--- src/include/asfb_pkg.sv ---
package asfb_pkg;

  // ==========================================================================
  // Register indices; the byte address is four times the index.
  localparam logic [7:0] IDX_CTRLA0   = 8'h00;
  localparam logic [7:0] IDX_CTRLA1   = 8'h01;
  localparam logic [7:0] IDX_CTRLB0   = 8'h02;
  localparam logic [7:0] IDX_CTRLB1   = 8'h03;
  localparam logic [7:0] IDX_IRQSTAT  = 8'h04;
  localparam logic [7:0] IDX_IRQMASK  = 8'h05;
  localparam logic [7:0] IDX_PINSEL   = 8'h06;

  // ==========================================================================
  // Field positions of control register B.
  localparam int CB_MPTX  = 7;
  localparam int CB_MPFMT = 6;
  localparam int CB_CLRPS = 5;
  localparam int CB_ODD   = 4;
  localparam int CB_DIV   = 3;
  localparam int CB_SS    = 0;
  // Field positions of control register A and the pin select register.
  localparam int CA_WAKE  = 7;
  localparam int CA_CKDMA = 4;
  localparam int CA_LEN   = 2;
  localparam int CA_PEN   = 1;
  localparam int CA_STOP  = 0;
  localparam int PS_HSEL  = 0;

  // ==========================================================================
  // Reset values and writable masks.
  localparam logic [7:0] CTRLB_RESET  = 8'h07;
  localparam logic [7:0] CTRLA_RESET  = 8'h00;
  localparam logic [7:0] CTRLA0_MASK  = 8'h87;
  localparam logic [7:0] CTRLA1_MASK  = 8'h97;
  localparam logic [3:0] IRQ_RESET    = 4'h0;

  // ==========================================================================
  // Timing counts: prescaler in system clock cycles, bit divide in sample ticks; SS_EXT is the pin clock source code.
  localparam int         PRE_LO  = 10;
  localparam int         PRE_HI  = 30;
  localparam int         SAMP_LO = 16;
  localparam int         SAMP_HI = 64;
  localparam logic [2:0] SS_EXT  = 3'h7;

  localparam logic [1:0] RESP_OKAY   = 2'h0;
  localparam logic [1:0] RESP_SLVERR = 2'h2;

  // Returns {hit, index}; an unmapped or misaligned address misses.
  function automatic logic [8:0] asfb_decode(input logic [7:0] a);
    logic [7:0] idx;
    idx = {2'h0, a[7:2]};
    if (a[1:0] != 2'h0) begin
      return 9'h000;
    end else if (idx <= IDX_PINSEL) begin
      return {1'b1, idx};
    end else begin
      return 9'h000;
    end
  endfunction : asfb_decode

  // Start, data, parity or marker, then stop bits.
  function automatic logic [3:0] asfb_frame_len(input logic len8, input logic pen,
                                                input logic two, input logic mp);
    return 4'h1 + (len8 ? 4'h8 : 4'h7) + ((pen | mp) ? 4'h1 : 4'h0) + (two ? 4'h2 : 4'h1);
  endfunction : asfb_frame_len

  // Parity over the data bits only; odd inverts the even result.
  function automatic logic asfb_parity(input logic [7:0] d, input logic len8,
                                       input logic odd);
    return (^{len8 & d[7], d[6:0]}) ^ odd;
  endfunction : asfb_parity

endpackage : asfb_pkg

--- src/hdl/asfb_sync.sv ---
`timescale 1ns/10ps
module asfb_sync #(
  parameter int W = 1
) (
  input  wire logic         clk,
  input  wire logic         arst_n,
  input  wire logic [W-1:0] d,
  output logic      [W-1:0] q
);
  logic [W-1:0] meta_reg;

  // ==========================================================================
  // Two-stage synchroniser; only the second stage is read downstream.
  always_ff @(posedge clk or negedge arst_n) begin
    if (!arst_n) begin
      meta_reg <= '0;
      q        <= '0;
    end else begin
      meta_reg <= d;
      q        <= meta_reg;
    end
  end

  initial begin
    if (W < 1) $error("asfb_sync: width must be at least one");
  end
endmodule : asfb_sync

--- src/hdl/asfb_baud_gen.sv ---
`timescale 1ns/10ps
module asfb_baud_gen
  import asfb_pkg::*;
#(
  parameter int CNT_W = 6
) (
  input  wire logic       clk,
  input  wire logic       arst_n,
  input  wire logic       prescale30,
  input  wire logic [2:0] srcSpeed,
  input  wire logic       divide64,
  input  wire logic       extClk,
  output logic            sampleTick,
  output logic            bitTick
);
  logic [4:0]       preCnt_reg;
  logic [CNT_W-1:0] srcCnt_reg;
  logic [CNT_W-1:0] smpCnt_reg;
  logic             extPrev_reg;
  logic             preTick;
  logic             srcTick;
  logic             smpIn;
  logic [4:0]       preLim;
  logic [CNT_W-1:0] srcLim;
  logic [CNT_W-1:0] smpLim;

  // ==========================================================================
  // Prescaler, source divider and 16/64 divide run in a chain.
  assign preLim  = prescale30 ? 5'(PRE_HI - 1) : 5'(PRE_LO - 1);
  assign preTick = (preCnt_reg == preLim);
  assign srcLim  = CNT_W'((7'h01 << srcSpeed) - 7'h01);
  assign srcTick = preTick && (srcCnt_reg == srcLim);
  // External pin edges replace the internal chain when selected.
  assign smpIn   = (srcSpeed == SS_EXT) ? (extClk & ~extPrev_reg) : srcTick;
  assign smpLim  = divide64 ? CNT_W'(SAMP_HI - 1) : CNT_W'(SAMP_LO - 1);

  // A shortened limit after a write is caught by the >= compare.
  always_ff @(posedge clk or negedge arst_n) begin
    if (!arst_n) begin
      preCnt_reg <= '0;
    end else if (preCnt_reg >= preLim) begin
      preCnt_reg <= '0;
    end else begin
      preCnt_reg <= preCnt_reg + 5'h01;
    end
  end

  always_ff @(posedge clk or negedge arst_n) begin
    if (!arst_n) begin
      srcCnt_reg <= '0;
    end else if (preTick) begin
      srcCnt_reg <= (srcCnt_reg >= srcLim) ? '0 : srcCnt_reg + 1'b1;
    end
  end

  // Sampling clock to bit rate divide, plus registered strobes.
  always_ff @(posedge clk or negedge arst_n) begin
    if (!arst_n) begin
      smpCnt_reg  <= '0;
      extPrev_reg <= 1'b0;
      sampleTick  <= 1'b0;
      bitTick     <= 1'b0;
    end else begin
      extPrev_reg <= extClk;
      sampleTick  <= smpIn;
      bitTick     <= smpIn && (smpCnt_reg >= smpLim);
      if (smpIn) begin
        smpCnt_reg <= (smpCnt_reg >= smpLim) ? '0 : smpCnt_reg + 1'b1;
      end
    end
  end

  initial begin
    if (CNT_W < 6) $error("asfb_baud_gen: CNT_W must be at least 6");
  end

  property p_pre_period;
    @(posedge clk) disable iff (!arst_n)
      (preTick && !prescale30 && $stable(prescale30)) |-> ##1 !preTick [*8];
  endproperty
  a_pre_period: assert property (p_pre_period) else $error("prescale period too short");

  property p_ext_edge;
    @(posedge clk) disable iff (!arst_n)
      (srcSpeed == SS_EXT && !(extClk && !extPrev_reg)) |=> !sampleTick;
  endproperty
  a_ext_edge: assert property (p_ext_edge) else $error("sample tick without pin edge");
endmodule : asfb_baud_gen

--- src/hdl/asfb_top.sv ---
`timescale 1ns/10ps
// Functional notes
// - Data length select 0 gives seven data bits, 1 gives eight.
// - Frame is start, data, optional parity, then one or two stop bits.
// - In multiprocessor format the marker bit sent equals the transmit-bit field.
// - Multiprocessor frame carries a marker bit and never a parity bit.
// - Reset clears format, prescale, odd, divide bits; source field resets to 111.
// - Reading the clear/prescale bit returns the clear-to-send pin level.
// - Clear-to-send high holds the transmit-empty flag at zero.
// - Channel 1 clear-to-send is valid only when its pin select is 1.
// - Prescale bit 1 divides the system clock by 30, 0 by 10.
// - Odd-parity bit picks even or odd only, never enables parity.
// - Divide bit selects 16 or 64 samples per bit.
// - Source field 000..110 divides by 1..64; 111 selects the pin clock.
// - Clock pins are clock inputs; channel 0 pin is DMA request when set.
// - Channel 1 pin drives DMA end-of-transfer when its DMA select is 1.
// - Bit clock is prescaler, then source divider, then 16/64 divide.
// - Wakeup filter passes only received characters with marker bit 1.
module asfb_top
  import asfb_pkg::*;
#(
  parameter int ADDR_W = 8
) (
  input  wire logic              clk,
  input  wire logic              arst_n,
  input  wire logic [ADDR_W-1:0] awaddr,
  input  wire logic              awvalid,
  output logic                   awready,
  input  wire logic [31:0]       wdata,
  input  wire logic [3:0]        wstrb,
  input  wire logic              wvalid,
  output logic                   wready,
  output logic [1:0]             bresp,
  output logic                   bvalid,
  input  wire logic              bready,
  input  wire logic [ADDR_W-1:0] araddr,
  input  wire logic              arvalid,
  output logic                   arready,
  output logic [31:0]            rdata,
  output logic [1:0]             rresp,
  output logic                   rvalid,
  input  wire logic              rready,
  input  wire logic              ch0ClearToSendN,
  input  wire logic              ch1ClearToSendN,
  input  wire logic              ch0ClockPin,
  input  wire logic              ch1ClockPinIn,
  output logic                   ch1ClockPinOut,
  output logic                   ch1ClockPinOe,
  output logic                   ch0ClockPinIsDmaReq,
  input  wire logic              dmaCh0MemIo,
  input  wire logic              dmaEndOfTransfer,
  input  wire logic [1:0]        txHoldingEmptyRaw,
  output logic [1:0]             txHoldingEmptyFlag,
  input  wire logic [1:0][7:0]   txData,
  output logic [1:0]             txParityBit,
  input  wire logic [1:0]        rxCharDone,
  input  wire logic [1:0]        rxAddressMarker,
  output logic [1:0]             rxFlagUpdate,
  output logic [1:0]             dataLengthSelect,
  output logic [1:0]             parityActive,
  output logic [1:0]             oddParitySelect,
  output logic [1:0]             stopCountSelect,
  output logic [1:0]             multiprocFormatEnable,
  output logic [1:0]             multiprocTxBit,
  output logic [1:0][3:0]        frameLength,
  output logic [1:0]             sampleTick,
  output logic [1:0]             bitTick,
  output logic                   irq
);
  import asfb_pkg::*;

  logic [1:0][7:0] ctrlA_reg;
  logic [1:0][7:0] ctrlB_reg;
  logic            pinSel_reg;
  logic [3:0]      irqStat_reg;
  logic [3:0]      irqMask_reg;
  logic            awHeld_reg;
  logic [7:0]      awAddr_reg;
  logic            wHeld_reg;
  logic [7:0]      wData_reg;
  logic            wLane_reg;
  logic [3:0]      syncQ;
  logic [1:0]      ctsHigh;
  logic [1:0]      ctsRead;
  logic [1:0]      extClk;
  logic [1:0]      txEmptyNext;
  logic [1:0]      rxAccept;
  logic [3:0]      irqEvt;
  logic [3:0]      irqClr;
  logic            wrFire;
  logic [8:0]      wrDec;
  logic [8:0]      rdDec;
  logic [7:0]      rdByte;

  // ==========================================================================
  // Pin synchronisers: both clear-to-send pins and both clock pins.
  asfb_sync #(
    .W (4)
  ) u_sync (
    .clk    (clk),
    .arst_n (arst_n),
    .d      ({ch1ClockPinIn, ch0ClockPin, ch1ClearToSendN, ch0ClearToSendN}),
    .q      (syncQ)
  );

  // Channel 1 shares its handshake pin with clocked serial receive data.
  assign ctsRead[0] = syncQ[0];
  assign ctsRead[1] = pinSel_reg & syncQ[1];
  assign ctsHigh    = ctsRead;

  // A pin taken over by the DMA controller feeds no clock edges.
  assign extClk[0] = syncQ[2] & ~dmaCh0MemIo;
  assign extClk[1] = syncQ[3] & ~ctrlA_reg[1][CA_CKDMA];

  // ==========================================================================
  // Clock pin sharing with the DMA controller.
  assign ch0ClockPinIsDmaReq = dmaCh0MemIo;
  assign ch1ClockPinOe       = ctrlA_reg[1][CA_CKDMA];
  assign ch1ClockPinOut      = ctrlA_reg[1][CA_CKDMA] & dmaEndOfTransfer;

  // ==========================================================================
  // One baud chain per channel, steered by control register B.
  for (genvar ch = 0; ch < 2; ch++) begin : g_baud
    asfb_baud_gen #(
      .CNT_W (6)
    ) u_baud (
      .clk        (clk),
      .arst_n     (arst_n),
      .prescale30 (ctrlB_reg[ch][CB_CLRPS]),
      .srcSpeed   (ctrlB_reg[ch][CB_SS+:3]),
      .divide64   (ctrlB_reg[ch][CB_DIV]),
      .extClk     (extClk[ch]),
      .sampleTick (sampleTick[ch]),
      .bitTick    (bitTick[ch])
    );
  end

  // ==========================================================================
  // Frame format outputs, registered from the control registers.
  always_ff @(posedge clk or negedge arst_n) begin
    if (!arst_n) begin
      dataLengthSelect      <= 2'h0;
      parityActive          <= 2'h0;
      oddParitySelect       <= 2'h0;
      stopCountSelect       <= 2'h0;
      multiprocFormatEnable <= 2'h0;
      multiprocTxBit        <= 2'h0;
      frameLength           <= '0;
      txParityBit           <= 2'h0;
    end else begin
      for (int ch = 0; ch < 2; ch++) begin
        dataLengthSelect[ch]      <= ctrlA_reg[ch][CA_LEN];
        // Multiprocessor format suppresses parity whatever its enable says.
        parityActive[ch]          <= ctrlA_reg[ch][CA_PEN] & ~ctrlB_reg[ch][CB_MPFMT];
        oddParitySelect[ch]       <= ctrlB_reg[ch][CB_ODD];
        stopCountSelect[ch]       <= ctrlA_reg[ch][CA_STOP];
        multiprocFormatEnable[ch] <= ctrlB_reg[ch][CB_MPFMT];
        multiprocTxBit[ch]        <= ctrlB_reg[ch][CB_MPTX];
        frameLength[ch] <= asfb_frame_len(ctrlA_reg[ch][CA_LEN], ctrlA_reg[ch][CA_PEN],
                                          ctrlA_reg[ch][CA_STOP], ctrlB_reg[ch][CB_MPFMT]);
        txParityBit[ch] <= asfb_parity(txData[ch], ctrlA_reg[ch][CA_LEN],
                                       ctrlB_reg[ch][CB_ODD]);
      end
    end
  end

  // ==========================================================================
  // Transmit-empty gating and the receive wakeup filter.
  assign txEmptyNext = txHoldingEmptyRaw & ~ctsHigh;
  for (genvar ch = 0; ch < 2; ch++) begin : g_rx
    assign rxAccept[ch] = rxCharDone[ch] & (~ctrlB_reg[ch][CB_MPFMT] | ~ctrlA_reg[ch][CA_WAKE]
                          | rxAddressMarker[ch]);
  end
  assign rxFlagUpdate = rxAccept;

  // The flag is a data output, so it is registered one cycle behind the synchronised pin.
  always_ff @(posedge clk or negedge arst_n) begin
    if (!arst_n) begin
      txHoldingEmptyFlag <= 2'h0;
    end else begin
      txHoldingEmptyFlag <= txEmptyNext;
    end
  end

  // ==========================================================================
  // AXI4-Lite write path; address and data are latched in either order.
  assign awready = ~awHeld_reg & ~bvalid;
  assign wready  = ~wHeld_reg & ~bvalid;
  assign wrFire  = awHeld_reg & wHeld_reg & ~bvalid;
  assign wrDec   = asfb_decode(awAddr_reg);

  always_ff @(posedge clk or negedge arst_n) begin
    if (!arst_n) begin
      awHeld_reg <= 1'b0;
      awAddr_reg <= 8'h00;
      wHeld_reg  <= 1'b0;
      wData_reg  <= 8'h00;
      wLane_reg  <= 1'b0;
    end else begin
      if (awvalid && awready) begin
        awHeld_reg <= 1'b1;
        awAddr_reg <= 8'(awaddr);
      end else if (wrFire) begin
        awHeld_reg <= 1'b0;
      end
      if (wvalid && wready) begin
        wHeld_reg <= 1'b1;
        wData_reg <= wdata[7:0];
        wLane_reg <= wstrb[0];
      end else if (wrFire) begin
        wHeld_reg <= 1'b0;
      end
    end
  end

  // The response waits for bready; no new write is taken meanwhile.
  always_ff @(posedge clk or negedge arst_n) begin
    if (!arst_n) begin
      bvalid <= 1'b0;
      bresp  <= RESP_OKAY;
    end else if (wrFire) begin
      bvalid <= 1'b1;
      bresp  <= wrDec[8] ? RESP_OKAY : RESP_SLVERR;
    end else if (bready) begin
      bvalid <= 1'b0;
    end
  end

  // ==========================================================================
  // Control registers; only byte lane 0 carries data.
  always_ff @(posedge clk or negedge arst_n) begin
    if (!arst_n) begin
      ctrlA_reg   <= {CTRLA_RESET, CTRLA_RESET};
      ctrlB_reg   <= {CTRLB_RESET, CTRLB_RESET};
      pinSel_reg  <= 1'b0;
      irqMask_reg <= IRQ_RESET;
    end else if (wrFire && wLane_reg && wrDec[8]) begin
      if (wrDec[7:0] == IDX_CTRLA0) begin
        ctrlA_reg[0] <= wData_reg & CTRLA0_MASK;
      end else if (wrDec[7:0] == IDX_CTRLA1) begin
        ctrlA_reg[1] <= wData_reg & CTRLA1_MASK;
      end else if (wrDec[7:0] == IDX_CTRLB0) begin
        ctrlB_reg[0] <= wData_reg;
      end else if (wrDec[7:0] == IDX_CTRLB1) begin
        ctrlB_reg[1] <= wData_reg;
      end else if (wrDec[7:0] == IDX_IRQMASK) begin
        irqMask_reg <= wData_reg[3:0];
      end else if (wrDec[7:0] == IDX_PINSEL) begin
        pinSel_reg <= wData_reg[PS_HSEL];
      end
    end
  end

  // ==========================================================================
  // Sticky event bits; a new event wins over a write-one clear.
  assign irqEvt = {txEmptyNext & ~txHoldingEmptyFlag, rxAccept};
  assign irqClr = (wrFire && wLane_reg && wrDec[8] && wrDec[7:0] == IDX_IRQSTAT)
                  ? wData_reg[3:0] : 4'h0;

  always_ff @(posedge clk or negedge arst_n) begin
    if (!arst_n) begin
      irqStat_reg <= IRQ_RESET;
    end else begin
      irqStat_reg <= (irqStat_reg & ~irqClr) | irqEvt;
    end
  end

  assign irq = |(irqStat_reg & irqMask_reg);

  // ==========================================================================
  // AXI4-Lite read path; the clear/prescale bit shows the pin, not the store.
  assign arready = ~rvalid;
  assign rdDec   = asfb_decode(8'(araddr));

  always_comb begin
    rdByte = 8'h00;
    if (rdDec[7:0] == IDX_CTRLA0) begin
      rdByte = ctrlA_reg[0];
    end else if (rdDec[7:0] == IDX_CTRLA1) begin
      rdByte = ctrlA_reg[1];
    end else if (rdDec[7:0] == IDX_CTRLB0) begin
      rdByte = {ctrlB_reg[0][7:6], ctsRead[0], ctrlB_reg[0][4:0]};
    end else if (rdDec[7:0] == IDX_CTRLB1) begin
      rdByte = {ctrlB_reg[1][7:6], ctsRead[1], ctrlB_reg[1][4:0]};
    end else if (rdDec[7:0] == IDX_IRQSTAT) begin
      rdByte = {4'h0, irqStat_reg};
    end else if (rdDec[7:0] == IDX_IRQMASK) begin
      rdByte = {4'h0, irqMask_reg};
    end else if (rdDec[7:0] == IDX_PINSEL) begin
      rdByte = {7'h00, pinSel_reg};
    end
  end

  always_ff @(posedge clk or negedge arst_n) begin
    if (!arst_n) begin
      rvalid <= 1'b0;
      rdata  <= 32'h0000_0000;
      rresp  <= RESP_OKAY;
    end else if (arvalid && arready) begin
      rvalid <= 1'b1;
      rdata  <= {24'h00_0000, rdDec[8] ? rdByte : 8'h00};
      rresp  <= rdDec[8] ? RESP_OKAY : RESP_SLVERR;
    end else if (rready) begin
      rvalid <= 1'b0;
    end
  end

  initial begin
    if (ADDR_W < 5 || ADDR_W > 8) $error("asfb_top: ADDR_W must be 5 to 8");
  end

  // ==========================================================================
  // Checks on the documented behaviour.
  property p_tx_gate;
    @(posedge clk) disable iff (!arst_n)
      syncQ[0] |=> !txHoldingEmptyFlag[0];
  endproperty
  a_tx_gate: assert property (p_tx_gate) else $error("empty flag not held by pin");

  property p_tx_pass;
    @(posedge clk) disable iff (!arst_n)
      (!syncQ[0] && txHoldingEmptyRaw[0]) |=> txHoldingEmptyFlag[0];
  endproperty
  a_tx_pass: assert property (p_tx_pass) else $error("empty flag lost while pin low");

  property p_ch1_unsel;
    @(posedge clk) disable iff (!arst_n)
      (!pinSel_reg && txHoldingEmptyRaw[1]) |=> txHoldingEmptyFlag[1];
  endproperty
  a_ch1_unsel: assert property (p_ch1_unsel) else $error("ch1 gated while unselected");

  property p_frame_len;
    @(posedge clk) disable iff (!arst_n)
      ($stable(ctrlA_reg[0]) && $stable(ctrlB_reg[0]) && ctrlB_reg[0][CB_MPFMT]
       && !ctrlA_reg[0][CA_LEN] && !ctrlA_reg[0][CA_STOP])
      |=> frameLength[0] == 4'ha;
  endproperty
  a_frame_len: assert property (p_frame_len) else $error("multiprocessor frame length");

  property p_parity_off;
    @(posedge clk) disable iff (!arst_n)
      ctrlB_reg[1][CB_MPFMT] |=> !parityActive[1];
  endproperty
  a_parity_off: assert property (p_parity_off) else $error("parity active in mp format");

  property p_marker;
    @(posedge clk) disable iff (!arst_n)
      $changed(ctrlB_reg[0][CB_MPTX]) |=> multiprocTxBit[0] == $past(ctrlB_reg[0][CB_MPTX]);
  endproperty
  a_marker: assert property (p_marker) else $error("marker bit not forwarded");

  property p_filter;
    @(posedge clk) disable iff (!arst_n)
      (rxCharDone[0] && ctrlB_reg[0][CB_MPFMT] && ctrlA_reg[0][CA_WAKE]) |->
        rxFlagUpdate[0] == rxAddressMarker[0];
  endproperty
  a_filter: assert property (p_filter) else $error("wakeup filter wrong");

  property p_ch1_dma;
    @(posedge clk) disable iff (!arst_n)
      ctrlA_reg[1][CA_CKDMA] |-> ch1ClockPinOe && ch1ClockPinOut == dmaEndOfTransfer;
  endproperty
  a_ch1_dma: assert property (p_ch1_dma) else $error("ch1 pin not driving DMA end");

  property p_irq;
    @(posedge clk) disable iff (!arst_n)
      (irqEvt[0] && irqMask_reg[0]) |=> irq [*2];
  endproperty
  a_irq: assert property (p_irq) else $error("event did not raise interrupt");

  property p_wr_resp;
    @(posedge clk) disable iff (!arst_n)
      (awvalid && awready && wvalid && wready) |=> ##1 bvalid;
  endproperty
  a_wr_resp: assert property (p_wr_resp) else $error("write response late");
endmodule : asfb_top

--- config.mk ---
export PLATFORM = sky130hd
export DESIGN_NAME = asfb_top
export DESIGN_NICKNAME = d
export VERILOG_FILES = /design/src/include/asfb_pkg.sv /design/src/hdl/asfb_sync.sv /design/src/hdl/asfb_baud_gen.sv /design/src/hdl/asfb_top.sv
export SDC_FILE = /design/constraint.sdc
export NUM_CORES = 1
export LEC_CHECK = 0
export ABC_CLOCK_PERIOD_IN_PS = 2600
export BUFFER_PORTS_ARGS = -buffer_cell sky130_fd_sc_hd__buf_4
export CAP_MARGIN = 30
export CORE_MARGIN = 2
export CORE_UTILIZATION = 49
export CTS_CLUSTER_DIAMETER = 200
export DETAILED_ROUTE_END_ITERATION = 7
export PLACE_DENSITY = 0.77
export SLEW_MARGIN = 40
export SYNTH_ARGS = -nofsm -noshare
export SYNTH_HDL_FRONTEND = slang
export SYNTH_SLANG_ARGS = --single-unit
--- constraint.sdc ---
create_clock -name clk -period 2.6 [get_ports clk]
set_input_delay 0.13 -clock clk [delete_from_list [all_inputs] [get_ports clk]]
set_output_delay 0.13 -clock clk [all_outputs]
set_load 0.02 [all_outputs]
==> tab_implementation.tex <==
\begin{tabular}{lr}
\hline
Metric & Value \\
\hline
\multicolumn{2}{l}{\textbf{Outcome}} \\
\quad Run status & complete, no violations \\
\multicolumn{2}{l}{\textbf{Floorplanning}} \\
\quad Starting density of the core & between 40\% and 50\% \\
\quad Number of placement rows & 43 \\
\quad Width of the die & 122 µm \\
\quad Floorplan die area & around 15,000 µm² \\
\quad Placeable core region & 13,700 µm² \\
\quad Die Y-Extent & 122 µm \\
\quad \# IOs & roughly 160 \\
\multicolumn{2}{l}{\textbf{STA}} \\
\quad Post-Route Hold Slack & approximately 0.054 ns \\
\quad Pin slew with the least headroom to its limit & about 0.65 ns \\
\quad Maximum achievable frequency & approximately 390 MHz \\
\quad Fin crit share & between 90 and 100\% \\
\quad Fin Clk Skew & between 0.006 and 0.007 ns \\
\quad Final period demand of the worst path & around 2.6 ns \\
\quad Final count of hold timing violations & 0 \\
\quad RSZ-0062 raised after global routing & yes \\
\quad Final setup fails & 0 \\
\quad Relative slew margins & between 50\% and 60\% \\
\quad Final count of pins violating max slew & 0 \\
\multicolumn{2}{l}{\textbf{Critical path}} \\
\quad Nature of the critical path startpoint & register \\
\quad Data required time at the worst endpoint & 2.95 ns \\
\quad Crit Path Category & reg2reg \\
\quad Worst Path Arrival & just under 3 ns \\
\quad Worst-path fanout max & 6 \\
\quad Worst setup EP type & register \\
\multicolumn{2}{l}{\textbf{Logic synthesis}} \\
\quad Predominant post-synthesis flop cell & dfrtp\_1 \\
\quad Mux cell area share after synthesis & a little over 8\% \\
\quad Number of synthesized flops with an enable pin & 0 \\
\quad Ranking of synthesized cells by area & dfrtp\_1 48\%, mux2\_2 7.6\%, ha\_1 7.3\% \\
\quad Post-synthesis compound-gate area fraction & a little under an eighth \\
\quad Library cells used by synthesis & 57 \\
\quad Syn. warnings & 0 \\
\quad Post-synthesis instance area & between 6000 and 7000 µm² \\
\quad Cells after Synth & 625 \\
\quad Proportion of synthesized flip-flops having asynchronous set or reset & 100\% \\
\quad Adder-cell area share of the yosys netlist & about 7.3\% \\
\quad Post-synthesis share of cell area spent on xor and xnor gates & between 3 and 4\% \\
\quad Flip-flop and latch count after synthesis & roughly 140 \\
\quad Post-synthesis simple-gate area fraction & between 10\% and 20\% \\
\quad Combinational family with the most area after synthesis & simple AND/OR/NAND/NOR gates \\
\quad Yosys top cell area share & roughly half \\
\quad Syn Area/Cell & between 10 and 15 µm² \\
\quad Leading area contributor after synthesis & dfrtp\_1 \\
\quad Part of the Yosys area used for sequential elements & approximately half \\
\multicolumn{2}{l}{\textbf{Routing}} \\
\quad Iteration-0 DRC count of the detailed router & 332 \\
\quad Via count & about 5,200 \\
\quad Number of iterations in the first detailed-routing pass & 4 \\
\quad Antenna Nets Post-Route & 0 \\
\quad Detail-routed net length per standard cell & 16.3 µm \\
\quad Average via count per standard cell & 5.33 \\
\quad DRC viols & 0 \\
\quad Post-detailed-routing wire length & roughly 16,000 µm \\
\multicolumn{2}{l}{\textbf{GRT}} \\
\quad Number of antenna violations at the first check in global routing & 0 \\
\quad Overall overflow remaining after global route & 0 \\
\quad Maximum number of pins on one net before global-route repair & 72 \\
\quad GRT Total Usage & between 20 and 25\% \\
\quad Global-route wire length before repair & between 20,000 and 30,000 µm \\
\quad Vias in the first global route & 5,269 \\
\multicolumn{2}{l}{\textbf{CTS}} \\
\quad Buffer type at the clock tree root & clkbuf\_16 \\
\quad Clock latency on the worst-skew pair & 0.42 ns \\
\quad Number of buffers added by the clock tree synthesis step & 17 \\
\quad Number of H-tree levels & 4 \\
\quad Clock slew at the register clock pins of the worst setup and hold paths & $\sim$0.06 ns \\
\quad Number of clock sinks & 137 \\
\quad CTS tree & yes \\
\quad Max Buffers Root-to-Sink & 2 \\
\multicolumn{2}{l}{\textbf{Layout}} \\
\quad Final standard cell area without fillers & 9030 µm² \\
\quad Share of post-route cells with drive strength above 1 & between 30\% and 40\% \\
\quad Post-synthesis to final-layout area growth & 32.2\% \\
\quad Antenna diode instance count & 0 \\
\quad Final \#Nets & 910 \\
\quad Number of flip-flops under the largest register name & 16 \\
\multicolumn{2}{l}{\textbf{Worst hold path}} \\
\quad Worst min-delay path class & in2reg \\
\multicolumn{2}{l}{\textbf{Power and ir drop}} \\
\quad Standby leakage power & around 4.2 nW \\
\quad Peak supply drop & 501 µV \\
\quad Power per standard cell area & around 930 nW/µm² \\
\multicolumn{2}{l}{\textbf{Job}} \\
\quad Max Cap Violations & 0 \\
\multicolumn{2}{l}{\textbf{Placement}} \\
\quad \# port buffers & 108 \\
\quad Area after DPL & 7800 µm² \\
\quad GPL Wtd Cong & 0.839 \\
\quad Sum of net half-perimeters after detailed placement & roughly 11,000 µm \\
\hline
\end{tabular}
through the flow:
stage	power, mW	cells	setup WS (ns)	TNS (ns)	utilization [%]
3_5_place_dp	5.35	907	-0.131	-0.620	56.9
5_1_grt	8.91	976	-0.0826	-0.443	65.8
4_1_cts	8.21	970	0.00193	0	64.4
3_3_place_gp	5.17	907	0.00577	0	56.9
2_1_floorplan	4.57	650	0.00982	0	-
6_report	8.44	976	0.00354	0	65.8
logic make-up (layout without fill, tap and decap cells):
| logic type | Yosys count | in the layout |
|---|---|---|
| AND/OR/NAND/NOR | 170 | 170 |
| other | 1 | 26 |
| flip-flops | 137 | 137 |
| AO/OA/AOI/OAI | 119 | 119 |
| buffers and inverters | 82 | 228 |
| adder cells (fa/ha/maj) | 40 | 40 |
| multiplexers | 50 | 50 |
| XOR/XNOR | 26 | 26 |
metal layers:
| metal | GRT usage (%) | share of wire, % | wire, µm |
|---|---|---|---|
| met1 | 27.3 | 41 | 6480 |
| met2 | 37.1 | 52 | 8270 |
| met3 | 5.62 | 5.1 | 813 |
| met4 | 8.33 | 2.3 | 359 |
| met5 | 0 | 0 | 0 |
cells in the mapped netlist (2+ instances only):
master	count
a211oi_1	4
a21boi_0	2
a21o_1	10
a21oi_1	22
a22o_1	4
a22oi_1	3
a31oi_1	3
a32oi_1	3
a41oi_1	2
and2_1	6
and3_1	5
and4_1	2
buf_2	2
buf_4	31
clkbuf_1	12
dfrtp_1	131
dfstp_2	6
ha_1	40
inv_1	36
mux2_2	46
mux2i_1	4
nand2_1	46
nand2b_1	8
nand3_1	20
nand3b_1	3
nand4_1	5
nor2_1	33
nor2b_1	12
nor3_1	9
nor4_1	3
o211a_1	2
o211ai_1	2
o21a_1	3
o21ai_0	31
o21ba_2	2
o21bai_1	4
o221ai_1	3
o311ai_1	2
o31ai_1	9
or2_2	5
or3_1	9
xnor2_1	20
xor2_1	6
report_power, final:
part           internal (mW)  total, mW  switching [mW]
clock network           1.74       2.66           0.914
logic                   1.31       2.68            1.37
registers               2.61       3.11           0.500
timing repair:
action | 4_1_cts | 5_1_grt
pin swaps | 5 | 17
resized for setup | 16 | 42
setup buffers | 4 | 6
endpoints found under the setup margin | 16 | 24
hold endpoints to repair | 91 | 0
hold buffers | 27 | 0
cloned | 0 | 0
critical path: stages (launching register included):
cell     delay (ns)
dfstp_2        0.38
or3_4          0.40
ha_4           0.19
a21o_1         0.19
a21oi_2        0.14
ha_1           0.25
and3_4         0.20
a22oi_2        0.22
a31oi_4        0.16
or3_1          0.32
o21ai_1        0.07
cells in the final DEF, fill, tap and decap left out, types with 5 or more instances in the layout:
cell type and count:
clkbuf_16 17, o31ai_2 5, or3_1 7, clkinv_2 5, nand2b_1 6, mux2_2 46
nor2b_1 12, xnor2_1 20, nor3_1 7, a21o_1 10, dfrtp_1 131, nor2_1 33
buf_4 127, nand3_1 18, dfstp_2 6, o21ai_0 18, a21oi_1 18, bufinv_16 5
o21ai_2 5, dlygate4sd3_1 27, nand2_1 44, o21ai_1 7, buf_6 5, nand4_1 5
xor2_1 6, and2_1 6, ha_1 38, or2_2 5, conb_1 26, inv_1 35
layout make-up:
| class | count | area [µm²] |
|---|---|---|
| Fill cell | 1017 | 4690 |
| Sequential cell | 137 | 3440 |
| Multi-Input combinational cell | 431 | 3280 |
| Timing Repair Buffer | 160 | 1300 |
| Clock buffer | 19 | 453 |
| Tap cell | 180 | 225 |
| Clock inverter | 13 | 199 |
| Inverter | 36 | 135 |
path summary, 6_finish.rpt:
kind | from | endpoint | slack (ns) | cells past startpoint
min in group asynchronous | arst_n | oddParitySelect[0] | 0.29 | 2
worst min-delay path | araddr[4] | rdata[4] | 0.05 | 2
worst max register to register | ctrlB_reg[9] | g_baud[1].u_baud.srcCnt_reg[0] | 0.004 | 10
worst min register to register | u_sync.meta_reg[3] | u_sync.q[3] | 0.35 | 0
max in group asynchronous | arst_n | ctrlB_reg[10] | 1.57 | 3
worst max-delay path | ctrlB_reg[9] | g_baud[1].u_baud.srcCnt_reg[0] | 0.004 | 10
No activity file was read; power rests on OpenSTA's default activity.
